===== src/include/sslc_pkg.sv =====
// Constants shared by the switch shift and latch control block
package sslc_pkg;

  // Shift register and latch width
  localparam int SSLC_WIDTH = 16;

  // Synchroniser depth for pin inputs
  localparam int SSLC_SYNC_STAGES = 2;

  // Pin synchroniser bit positions
  localparam int SSLC_PIN_SCLK = 0;
  localparam int SSLC_PIN_DIN = 1;
  localparam int SSLC_PIN_LOAD_N = 2;
  localparam int SSLC_PIN_CLEAR = 3;
  localparam int SSLC_PIN_SET = 4;
  localparam int SSLC_PIN_COUNT = 5;

  // Reset values
  localparam logic [SSLC_WIDTH-1:0] SSLC_SHIFT_RESET = 16'h0000;
  localparam logic [SSLC_WIDTH-1:0] SSLC_LATCH_RESET = 16'h0000;
  localparam logic SSLC_DOUT_RESET = 1'h0;

  // Latch update sources
  typedef enum logic [1:0] {
    SSLC_LATCH_HOLD,
    SSLC_LATCH_FOLLOW,
    SSLC_LATCH_FORCE_CLEAR,
    SSLC_LATCH_FORCE_SET
  } sslc_latch_op_e;

endpackage : sslc_pkg


===== src/rtl/sslc_sync.sv =====
// Two-flop synchroniser for a group of pin inputs
`timescale 1ns/1ps
`default_nettype none

module sslc_sync #(
  parameter int WIDTH = 1
) (
  // Clock and reset
  input wire logic clk,
  input wire logic rst,
  // Pin side
  input wire logic [WIDTH-1:0] async_in,
  // Clock domain side
  output logic [WIDTH-1:0] sync_out
);

  logic [WIDTH-1:0] meta_reg;
  logic [WIDTH-1:0] sync_reg;

  if (WIDTH < 1) begin : g_width_check
    $error("sslc_sync: WIDTH must be at least 1");
  end

  // First stage feeds only the second
  always_ff @(posedge clk or posedge rst) begin
    if (rst) begin
      meta_reg <= '0;
      sync_reg <= '0;
    end else begin
      meta_reg <= async_in;
      sync_reg <= meta_reg;
    end
  end

  assign sync_out = sync_reg;

endmodule : sslc_sync

`default_nettype wire


===== src/rtl/sslc_top.sv =====
// Serial shift register and switch latch control
`timescale 1ns/1ps
`default_nettype none

module sslc_top
  import sslc_pkg::*;
#(
  parameter int WIDTH = sslc_pkg::SSLC_WIDTH
) (
  // System clock and reset
  input wire logic clk,
  input wire logic rst,
  // Serial link pins
  input wire logic ser_clk,
  input wire logic ser_din,
  output logic ser_dout,
  // Latch control pins
  input wire logic latch_load_n,
  input wire logic latch_clear,
  input wire logic latch_set,
  // Switch enables
  output logic [WIDTH-1:0] switch_enable
);

  import sslc_pkg::*;

  if (WIDTH != SSLC_WIDTH) begin : g_width_check
    $error("sslc_top: WIDTH must equal the fixed shift register width");
  end

  ////////////////////////////////////////////////////////////////////////////
  // Pin synchronisers

  logic [SSLC_PIN_COUNT-1:0] pins_async;
  logic [SSLC_PIN_COUNT-1:0] pins_sync;
  logic sclk_s;
  logic din_s;
  logic load_n_s;
  logic clear_s;
  logic set_s;

  always_comb begin
    pins_async = '0;
    pins_async[SSLC_PIN_SCLK] = ser_clk;
    pins_async[SSLC_PIN_DIN] = ser_din;
    pins_async[SSLC_PIN_LOAD_N] = latch_load_n;
    pins_async[SSLC_PIN_CLEAR] = latch_clear;
    pins_async[SSLC_PIN_SET] = latch_set;
  end

  sslc_sync #(
    .WIDTH(SSLC_PIN_COUNT)
  ) u_pin_sync (
    .clk(clk),
    .rst(rst),
    .async_in(pins_async),
    .sync_out(pins_sync)
  );

  assign sclk_s = pins_sync[SSLC_PIN_SCLK];
  assign din_s = pins_sync[SSLC_PIN_DIN];
  assign load_n_s = pins_sync[SSLC_PIN_LOAD_N];
  assign clear_s = pins_sync[SSLC_PIN_CLEAR];
  assign set_s = pins_sync[SSLC_PIN_SET];

  ////////////////////////////////////////////////////////////////////////////
  // Serial clock edge detection

  logic sclk_prev_reg;
  logic sclk_rise;

  always_ff @(posedge clk or posedge rst) begin
    if (rst) begin
      sclk_prev_reg <= 1'h0;
    end else begin
      sclk_prev_reg <= sclk_s;
    end
  end

  assign sclk_rise = sclk_s & ~sclk_prev_reg;

  ////////////////////////////////////////////////////////////////////////////
  // Shift register and serial output

  logic [WIDTH-1:0] shift_reg;
  logic [WIDTH-1:0] shift_next;
  logic dout_reg;

  // MSB first: new bit enters stage 0, oldest leaves stage WIDTH-1
  always_comb begin
    shift_next = {shift_reg[WIDTH-2:0], din_s};
  end

  // Clear and set never touch this register
  always_ff @(posedge clk or posedge rst) begin
    if (rst) begin
      shift_reg <= SSLC_SHIFT_RESET;
    end else if (sclk_rise) begin
      shift_reg <= shift_next;
    end
  end

  // Output is the last stage, moved on the same edge
  always_ff @(posedge clk or posedge rst) begin
    if (rst) begin
      dout_reg <= SSLC_DOUT_RESET;
    end else if (sclk_rise) begin
      dout_reg <= shift_next[WIDTH-1];
    end
  end

  assign ser_dout = dout_reg;

  ////////////////////////////////////////////////////////////////////////////
  // Latch control

  sslc_latch_op_e latch_op;
  logic [WIDTH-1:0] latch_reg;

  // Clear dominates set, set dominates load
  always_comb begin
    if (clear_s) begin
      latch_op = SSLC_LATCH_FORCE_CLEAR;
    end else if (set_s) begin
      latch_op = SSLC_LATCH_FORCE_SET;
    end else if (!load_n_s) begin
      latch_op = SSLC_LATCH_FOLLOW;
    end else begin
      latch_op = SSLC_LATCH_HOLD;
    end
  end

  // Forces need no serial clock edge
  always_ff @(posedge clk or posedge rst) begin
    if (rst) begin
      latch_reg <= SSLC_LATCH_RESET;
    end else begin
      unique case (latch_op)
        SSLC_LATCH_FORCE_CLEAR: begin
          latch_reg <= '0;
        end
        SSLC_LATCH_FORCE_SET: begin
          latch_reg <= '1;
        end
        SSLC_LATCH_FOLLOW: begin
          latch_reg <= shift_reg;
        end
        SSLC_LATCH_HOLD: begin
          latch_reg <= latch_reg;
        end
      endcase
    end
  end

  // Bit i drives switch i
  genvar gi;
  generate
    for (gi = 0; gi < WIDTH; gi = gi + 1) begin : g_switch
      assign switch_enable[gi] = latch_reg[gi];
    end
  endgenerate

  // Delay probe: one marked input bit per sixteen serial clock rises
  logic [3:0] probe_cnt_reg;
  logic probe_bit_reg;
  logic probe_valid_reg;

  always_ff @(posedge clk or posedge rst) begin
    if (rst) begin
      probe_cnt_reg <= 4'h0;
      probe_bit_reg <= 1'h0;
      probe_valid_reg <= 1'h0;
    end else if (sclk_rise) begin
      probe_cnt_reg <= probe_cnt_reg + 4'h1;
      if (probe_cnt_reg == 4'h0) begin
        probe_bit_reg <= din_s;
        probe_valid_reg <= 1'h1;
      end
    end
  end
endmodule : sslc_top

`default_nettype wire


===== config.mk =====
export PLATFORM = sky130hd
export DESIGN_NAME = sslc_top
export DESIGN_NICKNAME = d
export VERILOG_FILES = /design/src/include/sslc_pkg.sv /design/src/rtl/sslc_sync.sv /design/src/rtl/sslc_top.sv
export SDC_FILE = /design/constraint.sdc
export NUM_CORES = 1
export LEC_CHECK = 0
export ABC_AREA = 1
export BUFFER_PORTS_ARGS = -buffer_cell sky130_fd_sc_hd__buf_4
export CAP_MARGIN = 10
export CORE_UTILIZATION = 60
export DETAILED_ROUTE_END_ITERATION = 10
export PLACE_DENSITY = 0.82
export SYNTH_ARGS = -nofsm -noshare
export SYNTH_HDL_FRONTEND = slang
export SYNTH_SLANG_ARGS = --single-unit

===== constraint.sdc =====
create_clock -name clk -period 2.22 [get_ports clk]
set_clock_uncertainty 0.05 [all_clocks]
set_input_delay 0.222 -clock clk [delete_from_list [all_inputs] [get_ports clk]]
set_output_delay 0.222 -clock clk [all_outputs]
set_load 0.01 [all_outputs]

==> results by group, run 1 <==
Route
  • Vias per cell: 5.22
  • 1st-iter DRT viols: 43
  • Initial DRT Pass Iterations: 7
  • Post-route ant nets: 0
  • # DRC: 4
  • Routed len/inst: 13.8 µm
  • Routed via count: 1212
  • Final WL: 3.20 mm

Setup path
  • Critical path arrival: 1.56 ns
  • Worst setup EP type: flip-flop
  • Crit path max fanout: 17
  • Worst EP required: 2.42 ns
  • Crit path kind: reg2reg
  • Startpoint Class: flip-flop

Logic synthesis
  • Syn_area_per_cell: 10.5 µm²
  • Most used DFF post-synth: dfrtp_1
  • Synth area leaders: dfrtp_1, nand2_1, nand3_2
  • Most common cell in the netlist: dfrtp_1
  • Gate Count Post-Synth: 174
  • Post-synth ARST share: 100%
  • Synthesized flop and latch total: 43
  • Post-synth cell types: 16
  • Synth Warn #: 0
  • Seq/Total Area, Yosys: 58.7%
  • Mapped Area: 1830 µm²
  • Post-Syn Nets: 181
  • Yosys top cell area share: 58.7%
  • Post-synth top cells: dfrtp_1, nand2_1, inv_1
  • Post-synth EDFFs: 0
  • Area leader, netlist: dfrtp_1

Die
  • Die H: 57.3 µm
  • Die area: 3280 µm²
  • Die W: 57.3 µm
  • Top Ports: 24
  • Site Rows: 19
  • Initial Util: 64.8%
  • Core area: 2830 µm²

Placement
  • Placer's final routability congestion estimate: 0.710
  • Worst slack, placed: 0.903 ns
  • DP HPWL: 2.00 mm
  • PortBufs: 23

Timing
  • Unrepaired setup endpoints after global routing: no
  • FMAX: 735 MHz
  • Final setup fails: 0
  • Final Cycle Share: 61.3%
  • Slew Limit Fails: 0
  • Fin crit period: 1.36 ns
  • Least-Margin Pin Slew: 0.671 ns
  • Final Hold Vio Count: 0
  • Setup tns final: 0 ns
  • Max-Slew Margin vs Limit: 55.2%
  • Final Worst Setup Slack: 0.859 ns

Clock network
  • Clock Tree Buf Depth: 2
  • Clk sinks: 43
  • TritonCTS clock tree: yes
  • Clock Tree Root: clkbuf_4
  • Clock latency on the worst-skew pair: 0.35 ns
  • Reg clk slew, reported paths: 0.12 ns
  • # resized after CTS: 0
  • Num CTS Buffers: 5
  • Max H-tree Level: 2

Power and ir drop
  • Combinational share of power: 16.0%
  • Maximum VDD drop: 0.710 mV
  • Clock Power Share: 29.6%
  • Leakage: 0.00105 µW
  • Switching share of power: 26.7%
  • Internal power: 1250 µW
  • NetSw: 456 µW
  • Final Power: 1710 µW
  • Flop pwr share: 54.4%
  • Power Density: 825 nW/µm²

Cells and area
  • Layout cells sized above 1: 27.9%
  • # diodes: 0
  • Area delta synth->final: 13.0%
  • Final nets: 207

Status
  • Status: finished, violations left
  • Failing checks: DRC

GRT
  • GRT Residual Overflow: 0
  • Pin count of the biggest net entering global routing: 44
  • GRT Overall Usage: 22.2%
  • Initial antenna violation count: 0
  • Vias in the first global route: 1198
  • First-pass GRT wire length: 5.29 mm

Job
  • Max-cap violations: 0

Worst hold path
  • Worst Hold Class: reg2reg
==> critical path, stage by stage (launching register included) <==
cell	delay, ns
dfrtp_1	0.80
nand2_8	0.20
nand3_1	0.14
nand2_1	0.07
==> layout by cell type (no fill, tap or decap) <==
| cell | count |
|---|---|
| o21ai_1 | 9 |
| bufinv_16 | 1 |
| inv_4 | 1 |
| nand4_1 | 16 |
| nand2_2 | 11 |
| nand3_2 | 10 |
| clkbuf_8 | 1 |
| o21ai_0 | 6 |
| dfrtp_1 | 43 |
| nand2_8 | 1 |
| nand3_1 | 7 |
| nand2_1 | 39 |
| dlygate4sd3_1 | 6 |
| inv_1 | 19 |
| clkinv_2 | 1 |
| buf_4 | 25 |
| clkbuf_4 | 5 |
==> power groups by stage <==
stage          clock, µW  combinational (µW)  sequential, µW
2_1_floorplan          0                 184             944
3_3_place_gp           0                 256             940
3_5_place_dp           0                 266             945
4_1_cts              522                 276             930
5_1_grt              545                 307             941
6_report             506                 273             930
==> cells by family after synthesis <==
kind of cell	synth area share (%)
flip-flops	58.7
AO/OA/AOI/OAI	4.09
AND/OR/NAND/NOR	25.6
buffers and inverters	11.6
==> layout make-up <==
type	count	area (µm²)
repair buffers	31	248
fillers	201	757
multi-input cells	99	546
flip-flops and latches	43	1080
clock inverters	2	35.0
inverters	20	77.6
well taps	31	38.8
clock buffers	6	51.3
==> what timing repair did <==
item,in CTS,in global routing
hold buffers,6,0
buffers inserted,0,0
hold endpoints to repair,48,0
==> metal layers <==
metal  vias to the layer above  global-route usage, %  wire [µm]
met1                       559                   25.7       1380
li1                        613                      -          -
met5                         -                      0          0
met4                         0                   10.8         48
met3                         6                   7.48        148
met2                        34                   37.3       1620
==> stage by stage <==
step	hold slack (ns)	util, %	area, µm²	std cells
3_5_place_dp	0.283	68.1	1930	218
6_report	0.311	73.2	2070	232
5_1_grt	0.324	73.2	2070	232
4_1_cts	0.314	73.2	2070	232
2_1_floorplan	0.203	-	1830	174
3_3_place_gp	0.281	68.1	1930	218
==> path summary, 6_finish.rpt <==
check | from | end | slack (ns) | cells after the start
setup / recovery | u_pin_sync.sync_out[2]$_DFF_PP0_ | switch_enable[7]$_DFFE_PP0P_ | 0.86 | 3
hold / removal | u_pin_sync.meta_reg[1]$_DFF_PP0_ | u_pin_sync.sync_out[1]$_DFF_PP0_ | 0.31 | 0
setup reg to reg | u_pin_sync.sync_out[2]$_DFF_PP0_ | switch_enable[7]$_DFFE_PP0P_ | 0.86 | 3
hold reg to reg | u_pin_sync.meta_reg[1]$_DFF_PP0_ | u_pin_sync.sync_out[1]$_DFF_PP0_ | 0.31 | 0
max in group asynchronous | rst | u_pin_sync.meta_reg[1]$_DFF_PP0_ | 1.26 | 4
min in group asynchronous | rst | switch_enable[11]$_DFFE_PP0P_ | 0.49 | 4
(Power assumes the default switching activity.)
==> run 2: changes to the inputs <==
Settings changed: ABC_AREA 1 to 0, CORE_UTILIZATION 60 to 54, PLACE_DENSITY 0.82 to 0.76.
Clock period 2.22 ns to 1.4 ns, I/O delays scaled along.
==> run 2 against run 1 <==
Compared with the run above: the flow still finishes with violations (DRC); utilization down 4.2 points; flip-flop and latch count is the same; area after synthesis fell by 12%; clock power increased by 43%; count of clock-buffer cells in the layout unchanged; design area decreased by 6.5%; first-iteration DRC count shrank 42%; worst setup slack worse by 0.65 ns; critical path depth fell by 1; sequential share of layout area increased by 3.6 points; critical endpoint is now shift_reg[13]$_DFFE_PP0P_; largest cell class unchanged; largest power group unchanged.
==> results by group, run 2 <==
Status
  • Status: finished, violations left
  • Failing checks: DRC

Placement
  • PortBufs: 23 (unchanged)
  • DP HPWL: 1.57 mm (-22%)
  • Dpl cell area: 1810 µm² (-6.2%)
  • Placer's final routability congestion estimate: 0.732 (+3.2%)
  • Dpl cells: 150 (-31%)

Die
  • Top Ports: 24 (unchanged)
  • Die W: 56.7 µm (-1.0%)
  • Initial Util: 57.6% (-7.2 points)
  • Die H: 56.7 µm (-1.0%)
  • Site Rows: 19 (unchanged)
  • Core area: 2810 µm² (-0.84%)
  • Die area: 3220 µm² (-2.0%)

Route
  • # DRC: 4 (unchanged)
  • Final WL: 2.37 mm (-26%)
  • Routed via count: 860 (-29%)
  • Post-route ant nets: 0 (unchanged)
  • Initial DRT Pass Iterations: 7 (unchanged)
  • 1st-iter DRT viols: 25 (-42%)
  • Routed len/inst: 14.5 µm (+5.5%)
  • Vias per cell: 5.28 (+0.99%)

Timing
  • Fin crit period: 1.19 ns (-0.168 ns)
  • Final Cycle Share: 85.2% (+24 points)
  • Unrepaired setup endpoints after global routing: no
  • Final Hold Vio Count: 0 (unchanged)
  • Slew Limit Fails: 0 (unchanged)
  • Setup tns final: 0 ns (unchanged)
  • Final setup fails: 0 (unchanged)
  • FMAX: 838 MHz (+14%)
  • Least-Margin Pin Slew: 0.527 ns (-0.144 ns)
  • Max-Slew Margin vs Limit: 64.9% (+9.6 points)

Logic synthesis
  • Most used DFF post-synth: dfrtp_1
  • Gate Count Post-Synth: 101 (-42%)
  • Post-synth EDFFs: 0 (unchanged)
  • Area leader, netlist: dfrtp_1
  • Post-synth ARST share: 100% (unchanged)
  • Seq/Total Area, Yosys: 66.6% (+7.9 points)
  • Synth area leaders: dfrtp_1, mux2i_1, mux2_4
  • Most common cell in the netlist: dfrtp_1
  • Syn_area_per_cell: 16.0 µm² (+52%)
  • Mapped Area: 1620 µm² (-12%)
  • Post-Syn Nets: 108 (-40%)
  • Yosys top cell area share: 66.6% (+7.9 points)
  • Post-synth cell types: 11 (-5)
  • Synth Warn #: 0 (unchanged)
  • Post-synth top cells: dfrtp_1, a21oi_1, mux2i_1
  • Synthesized flop and latch total: 43 (unchanged)

GRT
  • GRT Residual Overflow: 0 (unchanged)
  • Pin count of the biggest net entering global routing: 44 (unchanged)
  • First-pass GRT wire length: 4.14 mm (-22%)
  • Vias in the first global route: 861 (-28%)
  • GRT Overall Usage: 17.7% (-4.5 points)
  • Initial antenna violation count: 0 (unchanged)

Cells and area
  • Final nets: 139 (-33%)
  • Most frequent cells in the layout: dfrtp_1, buf_4, mux2i_1, a21oi_1, mux2_4
  • Fin cells: 163 (-30%)
  • Leading cell type in the layout, fill and taps excluded: dfrtp_1
  • Multi-input logic area: 472 µm² (-14%)
  • Area delta synth->final: 19.9%
  • Final Instance Area: 1940 µm² (-6.5%)
  • # diodes: 0 (unchanged)
  • Reg area: 1080 µm² (unchanged)
  • Layout cells sized above 1: 36.4% (+8.5 points)
  • Filler Cell Count: 201 (unchanged)

Clock network
  • Num CTS Buffers: 5 (unchanged)
  • Clock Tree Root: clkbuf_4
  • Clk sinks: 43 (unchanged)
  • Post-CTS setup buffers: 0 (unchanged)
  • Number of hold buffers added after CTS: 6 (unchanged)
  • Clock Tree Buf Depth: 2 (unchanged)
  • TritonCTS clock tree: yes
  • Max H-tree Level: 2 (unchanged)
  • Reg clk slew, reported paths: 0.11 ns (about the same)
  • # resized after CTS: 0 (unchanged)
  • Clock latency on the worst-skew pair: 0.34 ns (about the same)

Power and ir drop
  • Power Density: 1570 nW/µm² (+90%)
  • Leakage: 0.000980 µW (-6.5%)
  • Final Power: 3040 µW (+78%)
  • Maximum VDD drop: 0.982 mV (+38%)

Setup path
  • Worst setup EP type: flip-flop
  • RR Startpoint: sclk_prev_reg$_DFF_PP0_
  • Worst EP required: 1.57 ns (-0.85 ns)
  • Critical path arrival: 1.36 ns (-0.20 ns)
  • Crit path kind: reg2reg
  • R2R Setup Slk: 0.21 ns (-0.65 ns)
  • Crit path max fanout: 16 (-1)
  • Worst R2R Path Depth: 2 (-1)
  • Startpoint Class: flip-flop
  • Reg-to-Reg End: shift_reg[13]$_DFFE_PP0P_

Worst hold path
  • HP Start: u_pin_sync.meta_reg[4]$_DFF_PP0_
  • Worst hold stages: 0 (unchanged)
  • Hold Path End: u_pin_sync.sync_out[4]$_DFF_PP0_
  • Worst Hold Class: reg2reg

Job
  • Max-cap violations: 0 (unchanged)
-- run 2: cell count changes after synthesis, sizes merged, moves of 6 or more --
cell	delta
nand2	-51
inv	-18
nand3	-17
a21oi	+16
mux2	+16
mux2i	+16
nand4	-16
o21ai	-15
buf	-6
-- run 2: power by group --
part / internal [µW] / leakage (µW) / switching [µW] / total [µW]
Combinational: 402 / 0.000414 / 201 / 603
Sequential: 1500 / 0.000527 / 207 / 1710
Clock: 369 / 0.0000383 / 356 / 724
-- run 2: layer usage --
metal / vias up / track usage [%] / part of all wire, %
li1: 409 / - / -
met1: 424 / 24.3 / 46
met2: 20 / 25.5 / 48
met3: 7 / 5.07 / 3.9
met4: 0 / 9.64 / 2.2
met5: - / 0 / 0
-- run 2: cell families (layout without fill, tap and decap cells) --
family	Yosys count	after routing	share of synthesized area [%]
mux	32	32	23.4
compound gates	16	16	4.95
buf+inv	9	40	4.26
simple gates	1	1	0.851
flops	43	43	66.6
-- run 2: through the flow --
stage / utilization (%) / worst slack (ns) / hold slack [ns]
global route: 69.1 / 0.160 / 0.318
global placement: 64.4 / 0.246 / 0.170
floorplan: - / 0.207 / 0.121
finish: 69.1 / 0.207 / 0.290
CTS: 69.1 / 0.204 / 0.290
detailed placement: 64.4 / 0.210 / 0.178
-- run 2: worst max-delay path, cell delays in order (launching register included) --
cell      delay [ns]
dfrtp_1         0.36
nand2b_4        0.29
mux2_2          0.37
-- run 2: layout make-up --
| cell class | count | area share, % |
|---|---|---|
| repair buffers | 31 | 14.1 |
| clock inverters | 1 | 1.55 |
| multi-input cells | 49 | 24.3 |
| clock buffers | 6 | 2.13 |
| well taps | 31 | 2.00 |
| flip-flops and latches | 43 | 55.5 |
| inverters | 2 | 0.387 |
-- run 2: how the worst max path moves through the flow --
stage                                                 from                   endpoint  cells past startpoint
after floorplan                                        rst    sclk_prev_reg$_DFF_PP0_                      1
after global placement    u_pin_sync.sync_out[0]$_DFF_PP0_  shift_reg[10]$_DFFE_PP0P_                      2
after detailed placement  u_pin_sync.sync_out[0]$_DFF_PP0_  shift_reg[14]$_DFFE_PP0P_                      2
after CTS                          sclk_prev_reg$_DFF_PP0_  shift_reg[13]$_DFFE_PP0P_                      2
after global routing      u_pin_sync.sync_out[0]$_DFF_PP0_  shift_reg[13]$_DFFE_PP0P_                      2
final                              sclk_prev_reg$_DFF_PP0_  shift_reg[13]$_DFFE_PP0P_                      2
